### src/rtl/qld_pkg.sv
// constants shared by the quick link drop supervisor and its helpers
// assumes one core clock; receive path status arrives on that clock
package qld_pkg;

  // register bus shape
  localparam int ADDR_W = 8;
  localparam int DATA_W = 16;

  // register offsets
  localparam logic [ADDR_W-1:0] CFG_ADDR = 8'h2d;
  localparam logic [ADDR_W-1:0] THR_ADDR = 8'h2e;

  // config register layout
  localparam int FORCE_BIT = 15;
  localparam int EN_BIT    = 14;
  localparam int STS_LSB   = 8;
  localparam int SRC_LSB   = 0;
  localparam int SRC_W     = 5;

  // criterion positions inside the source and status fields
  localparam int CRIT_DESCR  = 4;
  localparam int CRIT_RXERR  = 3;
  localparam int CRIT_MLT3   = 2;
  localparam int CRIT_SNR    = 1;
  localparam int CRIT_ENERGY = 0;

  // threshold register layout
  localparam int THR_W      = 3;
  localparam int THR_LSB    = 0;
  localparam int RSV_LO_LSB = 4;
  localparam int RSV_HI_LSB = 8;

  // reset values, and the threshold loaded at strap start
  localparam logic [THR_W-1:0] THR_RST   = 3'h1;
  localparam logic [THR_W-1:0] THR_STRAP = 3'h2;
  localparam logic [THR_W-1:0] RSV_RST   = 3'h2;
  localparam logic [SRC_W-1:0] SRC_RST   = 5'h00;
  localparam logic [DATA_W-1:0] ZERO_WORD = 16'h0000;

  // energy detector accumulator width
  localparam int ACC_W = 8;

  // cycles after reset before the strap is trusted: three sync flops
  // plus the settled level flop, so the strap is seen one edge later
  localparam logic [2:0] SETTLE_CYC = 3'h4;

endpackage

### src/rtl/qld_crit_if.sv
// carries criterion inputs, arming and the qualified fire vector
// assumes both ends sit on the same core clock
`timescale 1ns/1ps
interface qld_crit_if;
  logic [qld_pkg::SRC_W-1:0] raw;    // raw criterion levels, energy slot unused
  logic [qld_pkg::ACC_W-1:0] acc;    // energy detector accumulator
  logic [qld_pkg::THR_W-1:0] thr;    // energy loss threshold
  logic [qld_pkg::SRC_W-1:0] src_en; // per criterion enables
  logic                      armed;  // supervision active
  logic [qld_pkg::SRC_W-1:0] fire;   // enabled criteria now causing a drop

  // qualifying logic side
  modport det (input raw, acc, thr, src_en, armed, output fire);
  // register and drop side
  modport top (output raw, acc, thr, src_en, armed, input fire);
endinterface

### src/rtl/qld_sync.sv
// three flop synchroniser for a pin level, changes once flops 2 and 3 agree
// assumes the pin is asynchronous to mclk
`timescale 1ns/1ps
module qld_sync (
  // clock and reset
  input  wire logic mclk,
  input  wire logic rst,
  // pin and its settled level
  input  wire logic pin,
  output logic      level_q
);

  // chain of three; stage one is only read by stage two
  logic [2:0] chain_q;

  // capture and shift the pin
  always_ff @(posedge mclk or posedge rst) begin
    if (rst) begin
      chain_q <= 3'h0;
      level_q <= 1'b0;
    end else begin
      chain_q <= {chain_q[1:0], pin};
      // accept a change only when stages two and three agree
      if (chain_q[1] == chain_q[2]) begin
        level_q <= chain_q[2];
      end
    end
  end

endmodule

### src/rtl/qld_detect.sv
// qualifies each loss criterion with its enable and the arming state
// assumes all inputs on the core clock, output is combinational
`timescale 1ns/1ps
module qld_detect (
  // criterion bundle
  qld_crit_if.det crit
);

  // energy criterion from the accumulator comparison
  logic energy_low; // accumulator under threshold

  assign energy_low = crit.acc < {{(qld_pkg::ACC_W - qld_pkg::THR_W){1'b0}}, crit.thr};

  always_comb begin
    crit.fire = {qld_pkg::SRC_W{1'b0}};
    if (crit.armed) begin
      crit.fire = crit.src_en & {crit.raw[qld_pkg::SRC_W-1:1], energy_low};
    end
  end

endmodule

### src/rtl/qld_link_drop.sv
// quick link drop supervisor for the 1000BASE-T receive path
// assumes receive status on mclk, strap straight from a pin
//
// Chosen here: the strobed register port.
`timescale 1ns/1ps
module qld_link_drop (
  // clock and reset
  input  wire logic                        mclk,
  input  wire logic                        rst,
  // register port
  input  wire logic [qld_pkg::ADDR_W-1:0]  reg_addr,
  input  wire logic [qld_pkg::DATA_W-1:0]  reg_wdata,
  input  wire logic                        reg_wr,
  input  wire logic                        reg_rd,
  output logic      [qld_pkg::DATA_W-1:0]  reg_rdata,
  // receive path status
  input  wire logic                        link_up,
  input  wire logic                        speed_1000,
  input  wire logic                        descr_sync_lost,
  input  wire logic                        rx_error,
  input  wire logic                        mlt3_error,
  input  wire logic                        snr_low,
  input  wire logic [qld_pkg::ACC_W-1:0]   energy_acc,
  input  wire logic                        signal_present,
  // strap pin
  input  wire logic                        quick_drop_strap,
  // controls toward the link
  output logic                             quick_link_drop,
  output logic                             tx_quiet
);

  // start-up phase: wait for the strap sync, then run
  typedef enum logic {
    ST_SETTLE,
    ST_RUN
  } qld_phase_t;

  // all state of the block
  typedef struct packed {
    logic                        force_drop;          // forced drop control
    logic                        quick_drop_enable;   // supervision enable
    logic [qld_pkg::SRC_W-1:0]   drop_source_enable;  // criterion enables
    logic [qld_pkg::SRC_W-1:0]   drop_cause_latched;  // sticky causes
    logic [qld_pkg::THR_W-1:0]   energy_loss_threshold;
    logic [qld_pkg::THR_W-1:0]   spare_hi;            // plain read/write field
    logic [qld_pkg::THR_W-1:0]   spare_lo;            // plain read/write field
    logic [qld_pkg::DATA_W-1:0]  rdata;               // read answer
    logic                        drop;                // drop request
    logic                        quiet;               // transmit squelch
    logic [2:0]                  settle_cnt;          // strap wait counter
    qld_phase_t                  phase;               // start-up phase
  } qld_state_t;

  qld_state_t s_q;   // registered state
  qld_state_t s_d;   // next state

  // helpers
  logic                        strap_level;  // settled strap
  logic                        cfg_rd;       // read of config register
  logic                        cfg_wr;       // write of config register
  logic                        thr_rd;       // read of threshold register
  logic                        thr_wr;       // write of threshold register
  logic [qld_pkg::DATA_W-1:0]  cfg_word;     // config register image
  logic [qld_pkg::DATA_W-1:0]  thr_word;     // threshold register image

  // criterion bundle between this block and the qualifier
  qld_crit_if crit ();

  // strap is a pin, so it crosses three flops
  qld_sync u_strap (
    .mclk    (mclk),
    .rst     (rst),
    .pin     (quick_drop_strap),
    .level_q (strap_level)
  );

  // enabled criteria qualified against the arming state
  qld_detect u_detect (
    .crit (crit)
  );

  // feed the qualifier
  always_comb begin
    crit.raw = {descr_sync_lost, rx_error, mlt3_error, snr_low, 1'b0};
    crit.acc = energy_acc;
    crit.thr = s_q.energy_loss_threshold;
    crit.src_en = s_q.drop_source_enable;
    // armed in gigabit with the link up
    crit.armed = s_q.quick_drop_enable & speed_1000 & link_up;
  end

  // address decode, unmapped addresses read zero and ignore writes
  assign cfg_rd = reg_rd & (reg_addr == qld_pkg::CFG_ADDR);
  assign cfg_wr = reg_wr & (reg_addr == qld_pkg::CFG_ADDR);
  assign thr_rd = reg_rd & (reg_addr == qld_pkg::THR_ADDR);
  assign thr_wr = reg_wr & (reg_addr == qld_pkg::THR_ADDR);

  always_comb begin
    cfg_word = qld_pkg::ZERO_WORD;
    cfg_word[qld_pkg::FORCE_BIT] = s_q.force_drop;
    cfg_word[qld_pkg::EN_BIT] = s_q.quick_drop_enable;
    cfg_word[qld_pkg::STS_LSB +: qld_pkg::SRC_W] = s_q.drop_cause_latched;
    cfg_word[qld_pkg::SRC_LSB +: qld_pkg::SRC_W] = s_q.drop_source_enable;
    thr_word = qld_pkg::ZERO_WORD;
    thr_word[qld_pkg::RSV_HI_LSB +: qld_pkg::THR_W] = s_q.spare_hi;
    thr_word[qld_pkg::RSV_LO_LSB +: qld_pkg::THR_W] = s_q.spare_lo;
    thr_word[qld_pkg::THR_LSB +: qld_pkg::THR_W] = s_q.energy_loss_threshold;
  end

  // next state
  always_comb begin
    s_d = s_q;

    // read data stands only in the cycle after the strobe
    s_d.rdata = qld_pkg::ZERO_WORD;
    if (cfg_rd) begin
      s_d.rdata = cfg_word;
    end else if (thr_rd) begin
      s_d.rdata = thr_word;
    end

    // software writes of the config fields
    if (cfg_wr) begin
      s_d.force_drop = reg_wdata[qld_pkg::FORCE_BIT];
      s_d.quick_drop_enable = reg_wdata[qld_pkg::EN_BIT];
      s_d.drop_source_enable = reg_wdata[qld_pkg::SRC_LSB +: qld_pkg::SRC_W];
    end

    // threshold register writes
    if (thr_wr) begin
      s_d.spare_hi = reg_wdata[qld_pkg::RSV_HI_LSB +: qld_pkg::THR_W];
      s_d.spare_lo = reg_wdata[qld_pkg::RSV_LO_LSB +: qld_pkg::THR_W];
      // software may now restore the threshold
      s_d.energy_loss_threshold = reg_wdata[qld_pkg::THR_LSB +: qld_pkg::THR_W];
    end

    // start-up: strap is trusted only once the sync chain is full
    unique case (s_q.phase)
      ST_SETTLE: begin
        s_d.settle_cnt = s_q.settle_cnt + 3'h1;
        if (s_q.settle_cnt == qld_pkg::SETTLE_CYC) begin
          s_d.phase = ST_RUN;
          if (strap_level) begin
            s_d.quick_drop_enable = 1'b1;
            s_d.energy_loss_threshold = qld_pkg::THR_STRAP;
          end
        end
      end
      ST_RUN: begin
        s_d.settle_cnt = s_q.settle_cnt;
      end
    endcase

    // read clears, a firing criterion keeps its bit
    if (cfg_rd) begin
      s_d.drop_cause_latched = {qld_pkg::SRC_W{1'b0}};
    end
    s_d.drop_cause_latched = s_d.drop_cause_latched | crit.fire;

    // drop request while any enabled criterion fires
    s_d.drop = |crit.fire;

    // squelch transmit so the partner drops the link
    s_d.quiet = s_q.force_drop & ~signal_present;
  end

  // state register
  always_ff @(posedge mclk or posedge rst) begin
    if (rst) begin
      s_q.force_drop <= 1'b0;
      s_q.quick_drop_enable <= 1'b0;
      s_q.drop_source_enable <= qld_pkg::SRC_RST;
      s_q.drop_cause_latched <= {qld_pkg::SRC_W{1'b0}};
      s_q.energy_loss_threshold <= qld_pkg::THR_RST;
      s_q.spare_hi <= qld_pkg::RSV_RST;
      s_q.spare_lo <= qld_pkg::RSV_RST;
      s_q.rdata <= qld_pkg::ZERO_WORD;
      s_q.drop <= 1'b0;
      s_q.quiet <= 1'b0;
      s_q.settle_cnt <= 3'h0;
      s_q.phase <= ST_SETTLE;
    end else begin
      s_q <= s_d;
    end
  end

  // outputs, all from flops
  assign reg_rdata = s_q.rdata;
  assign quick_link_drop = s_q.drop;
  assign tx_quiet = s_q.quiet;

  // enable stays low during link-up is software's duty; no check here

  // forced drop quiets transmit when nothing arrives
  property p_force_quiet;
    @(posedge mclk) disable iff (rst)
    s_q.force_drop && !signal_present && !cfg_wr |=> tx_quiet;
  endproperty
  a_force_quiet: assert property (p_force_quiet) else $error("force drop did not quiet");

  // disabled supervision never drops the link
  property p_idle_no_drop;
    @(posedge mclk) disable iff (rst)
    !crit.armed |=> !quick_link_drop;
  endproperty
  a_idle_no_drop: assert property (p_idle_no_drop) else $error("drop while disarmed");

  // a config write lands in the source field next cycle
  property p_src_write;
    @(posedge mclk) disable iff (rst)
    cfg_wr |=> s_q.drop_source_enable == $past(reg_wdata[qld_pkg::SRC_W-1:0]);
  endproperty
  a_src_write: assert property (p_src_write) else $error("source enable not written");

  // armed, enabled, firing descrambler loss latches bit and drops
  property p_descr_latch;
    @(posedge mclk) disable iff (rst)
    crit.armed && s_q.drop_source_enable[qld_pkg::CRIT_DESCR] && descr_sync_lost
      |=> s_q.drop_cause_latched[qld_pkg::CRIT_DESCR] && quick_link_drop;
  endproperty
  a_descr_latch: assert property (p_descr_latch) else $error("descrambler cause lost");

  // a disabled snr criterion never sets its bit
  property p_disabled_silent;
    @(posedge mclk) disable iff (rst)
    !s_q.drop_source_enable[qld_pkg::CRIT_SNR] && !cfg_wr
      && !s_q.drop_cause_latched[qld_pkg::CRIT_SNR]
      |=> !s_q.drop_cause_latched[qld_pkg::CRIT_SNR];
  endproperty
  a_disabled_silent: assert property (p_disabled_silent) else $error("disabled cause set");

  // a config read returns the latched causes at bits 12..8
  property p_sts_read;
    @(posedge mclk) disable iff (rst)
    cfg_rd |=> reg_rdata[qld_pkg::STS_LSB +: qld_pkg::SRC_W] == $past(s_q.drop_cause_latched);
  endproperty
  a_sts_read: assert property (p_sts_read) else $error("status field misplaced");

  // accumulator below threshold drops the link when enabled
  property p_energy_drop;
    @(posedge mclk) disable iff (rst)
    crit.armed && s_q.drop_source_enable[qld_pkg::CRIT_ENERGY]
      && ({{(qld_pkg::ACC_W - qld_pkg::THR_W){1'b0}}, s_q.energy_loss_threshold} > energy_acc)
      |=> quick_link_drop && s_q.drop_cause_latched[qld_pkg::CRIT_ENERGY];
  endproperty
  a_energy_drop: assert property (p_energy_drop) else $error("energy loss missed");

  // strap start loads threshold two and enables
  property p_strap_default;
    @(posedge mclk) disable iff (rst)
    s_q.phase == ST_SETTLE && s_q.settle_cnt == qld_pkg::SETTLE_CYC && strap_level && !thr_wr
      && !cfg_wr |=> s_q.energy_loss_threshold == qld_pkg::THR_STRAP && s_q.quick_drop_enable;
  endproperty
  a_strap_default: assert property (p_strap_default) else $error("strap default missed");

  // causes hold without a read
  property p_sts_hold;
    @(posedge mclk) disable iff (rst)
    !cfg_rd && s_q.drop_cause_latched != 5'h00 |=> (s_q.drop_cause_latched & $past(s_q.drop_cause_latched))
      == $past(s_q.drop_cause_latched);
  endproperty
  a_sts_hold: assert property (p_sts_hold) else $error("cause cleared without read");

  // a read with nothing firing empties the causes
  property p_sts_clear;
    @(posedge mclk) disable iff (rst)
    cfg_rd && crit.fire == 5'h00 |=> s_q.drop_cause_latched == 5'h00;
  endproperty
  a_sts_clear: assert property (p_sts_clear) else $error("read did not clear causes");

  // squelch lifts as soon as a signal is received again
  property p_quiet_release;
    @(posedge mclk) disable iff (rst)
    signal_present |=> !tx_quiet;
  endproperty
  a_quiet_release: assert property (p_quiet_release) else $error("quiet with signal");

  // armed, enabled receive errors latch their bit and drop
  property p_rxerr_latch;
    @(posedge mclk) disable iff (rst)
    crit.armed && s_q.drop_source_enable[qld_pkg::CRIT_RXERR] && rx_error
      |=> s_q.drop_cause_latched[qld_pkg::CRIT_RXERR] && quick_link_drop;
  endproperty
  a_rxerr_latch: assert property (p_rxerr_latch) else $error("receive error cause lost");

  // drop request falls once nothing fires
  property p_drop_release;
    @(posedge mclk) disable iff (rst)
    crit.fire == '0 |=> !quick_link_drop;
  endproperty
  a_drop_release: assert property (p_drop_release) else $error("drop without cause");

  // status field is read-only: a write leaves it alone
  property p_sts_readonly;
    @(posedge mclk) disable iff (rst)
    cfg_wr && crit.fire == '0 |=> s_q.drop_cause_latched == $past(s_q.drop_cause_latched);
  endproperty
  a_sts_readonly: assert property (p_sts_readonly) else $error("status written");

  // a threshold write after start-up lands in the energy field
  property p_thr_write;
    @(posedge mclk) disable iff (rst)
    thr_wr && s_q.phase == ST_RUN
      |=> s_q.energy_loss_threshold == $past(reg_wdata[qld_pkg::THR_LSB +: qld_pkg::THR_W]);
  endproperty
  a_thr_write: assert property (p_thr_write) else $error("threshold not written");

endmodule

### config.mk
export PLATFORM = sky130hd
export DESIGN_NAME = qld_link_drop
export DESIGN_NICKNAME = d
export VERILOG_FILES = /design/src/rtl/qld_pkg.sv /design/src/rtl/qld_crit_if.sv /design/src/rtl/qld_sync.sv /design/src/rtl/qld_detect.sv /design/src/rtl/qld_link_drop.sv
export SDC_FILE = /design/constraint.sdc
export NUM_CORES = 1
export LEC_CHECK = 0
export BUFFER_PORTS_ARGS = -buffer_cell sky130_fd_sc_hd__buf_4
export CORE_ASPECT_RATIO = 0.75
export CORE_MARGIN = 5
export CORE_UTILIZATION = 50
export DETAILED_ROUTE_END_ITERATION = 6
export PLACE_DENSITY = 0.78
export SYNTH_ARGS = -nofsm -noshare
export SYNTH_HDL_FRONTEND = slang
export SYNTH_HIERARCHICAL = 1
export SYNTH_SLANG_ARGS = --single-unit
### constraint.sdc
create_clock -name mclk -period 1.75 [get_ports mclk]
set_clock_uncertainty 0.2 [all_clocks]
set_input_delay 0.0875 -clock mclk [delete_from_list [all_inputs] [get_ports mclk]]
set_output_delay 0.0875 -clock mclk [all_outputs]
set_load 0.1 [all_outputs]
### Word level (Yosys, flattened, before mapping)

Cells that the tools add are included.

* output and inout port bits: 18
* bits of input ports: 44
* word-level logic and storage cells: 46
* register bits after elaboration: 47

* eq/ne operators: 4
* bitwise logic cells: 10
* reductions and logical operators: 1
* $lt $le $gt $ge: 1
* muxes and demuxes: 15
* add/subtract/negate cells: 1

Operators by type and width (count)
* $eq 8x6->1 const B: 2
* $mux 16: 1
* $mux 3: 4
* $mux 11: 1
* $mux 5: 2
* $mux 9: 1
* $lt 8x3->1: 1
* $and 1x1->1: 7
* $mux 6: 1
* $and 5x5->5: 1
* $mux 1: 5
* $or 5x5->5: 1
* $reduce_or 5->1: 1
* $add 3x1->3 const B: 1
* $eq 3x3->1 const B: 1
* $eq 1x1->1: 1
* $not 1->1: 1

### Logic depth before layout (Yosys ltp)

* depth after elaboration: 6
* mapped depth: 6
* depth with buffers taken out: 6

### By module

Netlist, hierarchy kept.

Modules (own cells, without submodules)
* qld_link_drop: cells an instance 139, area each 1789.2 um2, times used 1, seq. area each 1029.7 um2
* qld_sync: cells an instance 6, area each 115.1 um2, times used 1, seq. area each 100.1 um2
* qld_detect: cells an instance 13, area each 105.1 um2, times used 1, seq. area each 0.0 um2

### Least setup slack after synthesis

No wires, ideal clock.

* kind: input port to flip-flop
* start point: in reg_addr[4] (netlist name)
* end point: reg s_q[22] (netlist name)
* setup time: 0.125 ns
* slack: 0.354 ns
* stages on the path: 5
* path buffers: 2
* data arrival time: 1.071 ns
* path through: and4b_1 > buf_6 > and4_4 > buf_6 > mux2_4

* cells in the longest elaborated chain, start to end: 2

Ends and longest elaborated chain
* start: declaration: RTL line qld_link_drop.sv:11 `input wire logic [qld_pkg::ADDR_W-1:0] reg_addr,`
* $eq 8x6->1: RTL line qld_link_drop.sv:96 `assign thr_wr = reg_wr & (reg_addr == qld_pkg::THR_ADDR);`
* $and 1x1->1: RTL line qld_link_drop.sv:96
* end: declaration: RTL line qld_link_drop.sv:54 `qld_state_t s_q;`

No other way between the ends.
A chain may end at the register's enable or synchronous reset.

==> flow_metrics.py <==
metrics = {
    "run_status": {
        "status": "completed",
    },
    "pwr": {
        "peakVddDrop_mv": 0.454,
        "p_leak_nw": 1.42,
        "power_density_nw_per_um2": 735,
    },
    "floorplan": {
        "num_io_pins": 62,
        "die_area_um2": 5400,
        "std_cell_rows": 20,
        "initial_utilization_pct": 50.5,
        "core_area_um2": 3980,
        "die_y_um": 64.9,
        "die_x_um": 83.2,
    },
    "clock_tree": {
        "clockBufferDepth": 2,
        "clk_root_buffer_cell": "clkbuf_8",
        "clk_latency_ns": 0.29,
        "cts.sinks": 45,
        "htree_levels": 2,
        "cts_tree": "done",
        "numCtsBuffers": 5,
        "path_clk_slew_ns": 0.08,
        "cts_setup_buffers": 0,
    },
    "yosys": {
        "synth_most_common_cell": "dfrtp_1",
        "synth_edf_count": 0,
        "async_flop_share_pct": 100,
        "yosysSeqAreaShare_pct": 56.2,
        "synth_top_area_share_pct": 52.3,
        "syn_inst": 158,
        "synth_seq_cells": 45,
        "yosys.cell_types.count": 34,
        "yosysTopAreaCell": "dfrtp_1",
        "ys.flop_type": "dfrtp_1",
        "netlist_top_cells_area": "dfrtp_1, buf_4, mux2_2, dfstp_2, and3_1",
        "netlist_area_um2": 2010,
        "synth.avg_cell_area_um2": 12.7,
        "synth_common_cells": "dfrtp_1, buf_4, and3_1, nor2_1, mux2_2",
        "yosys_warnings": 6,
    },
    "cells_and_area": {
        "final-seq-area_um2": 1130,
        "fill_cells": 313,
        "multiInputGateArea_um2": 708,
        "finalNetCount": 274,
        "area_growth_pct": 32.4,
        "antenna_cells": 0,
        "final_area_um2": 2660,
        "drive_gt1_share_pct": 38.8,
    },
    "timing": {
        "fin_crit_sh_pct": 86.2,
        "hold_viol_final": 0,
        "max_freq_ghz": 0.663,
        "finalSetupTns_ns": 0,
        "min_period_ns": 1.51,
        "rsz0062_at_grt": "no",
        "slew_viol_final": 0,
        "setup_viol": 0,
    },
    "worst_setup_path": {
        "cp-end-kind": "flip-flop",
        "reg2reg_to": "quick_link_drop",
        "crit_path_start_kind": "flip-flop",
        "worstPathCellList": "inv_1, ha_1, o21ai_0, o211a_1, nor2_1, nand2_1",
        "critical-path-max-stage-delay_ns": 0.38,
        "critPathSlowestCell": "dfrtp_1",
        "worstPathMaxFanout": 3,
        "r2r_start": "crit.thr[1]",
        "cp.arrival_ns": 1.49,
        "critical_path_class": "reg2reg",
        "rr_worst_depth": 6,
        "cp.required_ns": 1.73,
        "reg2reg_setup_slack_ns": 0.24,
    },
    "drt": {
        "drc": 0,
        "antenna_left": 0,
        "vias": 1372,
        "drtPass1Iterations": 4,
        "wl_per_cell_um": 14.6,
        "via_per_inst": 4.87,
        "finalWirelength_mm": 4.11,
        "drt_iter0_drc": 32,
    },
    "placement": {
        "place_area_um2": 2380,
        "dpl.hpwl_mm": 3.05,
        "io_buffers": 55,
        "gp_congestion": 0.791,
    },
    "job": {
        "maxCapViolations": 0,
    },
    "grt": {
        "antenna_found_initial": 0,
        "track_usage_pct": 17.0,
        "gr-total-overflow": 0,
        "grt_pass1_wl_mm": 7.18,
        "grt_max_degree": 42,
        "first_global_vias": 1549,
    },
    "min_path": {
        "hp-class": "in2async",
    },
}
-- state kept, by name, summed over array words and instances (netlist names) --
name	cells
s_q	10
reg_rdata	14
tx_quiet	1
quick_link_drop	1
cfg_word	7
u_strap/chain_q	3
crit.src_en	5
u_strap/level_q	1
crit.thr	3
-- repair_timing --
item                                   in CTS  in global routing
hold buffers                               20                  0
resized for setup                           0                  0
endpoints found under the hold margin      65                  0
-- power breakdown --
group,switching (mW),total [mW],internal (mW),leakage [nW]
clock network,0.313,0.596,0.284,0.0395
registers,0.0250,1.11,1.08,0.576
logic,0.113,0.250,0.137,0.800
-- layout make-up --
class,instances,share of cell area (%)
Multi-Input combinational cell,88,26.6
Sequential cell,45,42.5
Timing Repair Buffer,80,24.5
Inverter,6,0.847
Clock buffer,8,3.01
Tap cell,55,2.59
-- metrics by stage --
stage | hold slack (ns) | instances | power (mW) | worst slack [ns] | utilization (%)
after floorplan | -0.346 | 159 | 1.24 | 0.354 | -
after global placement | -0.218 | 254 | 1.34 | 0.290 | 59.8
after detailed placement | -0.206 | 254 | 1.34 | 0.260 | 59.8
after CTS | 0.0175 | 282 | 1.98 | 0.253 | 66.9
after global routing | 0.0292 | 282 | 2.06 | 0.120 | 66.9
final | 0.0320 | 282 | 1.96 | 0.242 | 66.9
-- per-layer routing --
layer | up-vias | share of wire [%] | global-route usage [%]
met1 | 657 | 43 | 20.0
met2 | 42 | 49 | 29.2
met4 | 0 | 1.6 | 6.73
met3 | 9 | 5.8 | 5.21
met5 | - | 0 | 0
li1 | 664 | - | -
-- worst max-delay path, delay by kind of cell, from the launching register on --
family,cells,cell delay (ns)
DFF,1,0.38
adders and majority gates,1,0.28
buffers and inverters,1,0.07
AOI/OAI and AO/OA,2,0.32
and+or+nand+nor,2,0.16
-- worst max path at each step --
stage                 from         endpoint  cells past startpoint
5_1_grt        crit.thr[1]  quick_link_drop                      6
6_report       crit.thr[1]  quick_link_drop                      6
2_1_floorplan  reg_addr[4]          s_q[22]                      5
3_5_place_dp   crit.thr[1]      cfg_word[8]                      5
4_1_cts        crit.thr[1]      cfg_word[8]                      5
3_3_place_gp   crit.thr[1]  quick_link_drop                      6
-- cells by family after synthesis --
family | count (synthesis) | synth area share (%)
DFF | 45 | 56.2
buffers and inverters | 26 | 8.72
and+or+nand+nor | 47 | 15.3
AOI/OAI and AO/OA | 15 | 5.60
muxes | 17 | 10.0
other | 1 | 0.187
adders and majority gates | 5 | 3.05
xor gates and xnor gates | 2 | 0.872
-- cell usage in the layout, fill, tap and decap left out, drive strengths merged, types with 3 or more instances in the layout --
cell         instances
a21o                 6
a22oi                7
and3                13
buf                 60
clkbuf               8
dfrtp               42
dfstp                3
dlygate4sd3         20
ha                   4
inv                  6
mux2                13
mux2i                4
nand2                5
nand4                3
nor2                13
nor2b                3
No activity file was read; power rests on OpenSTA's default activity.
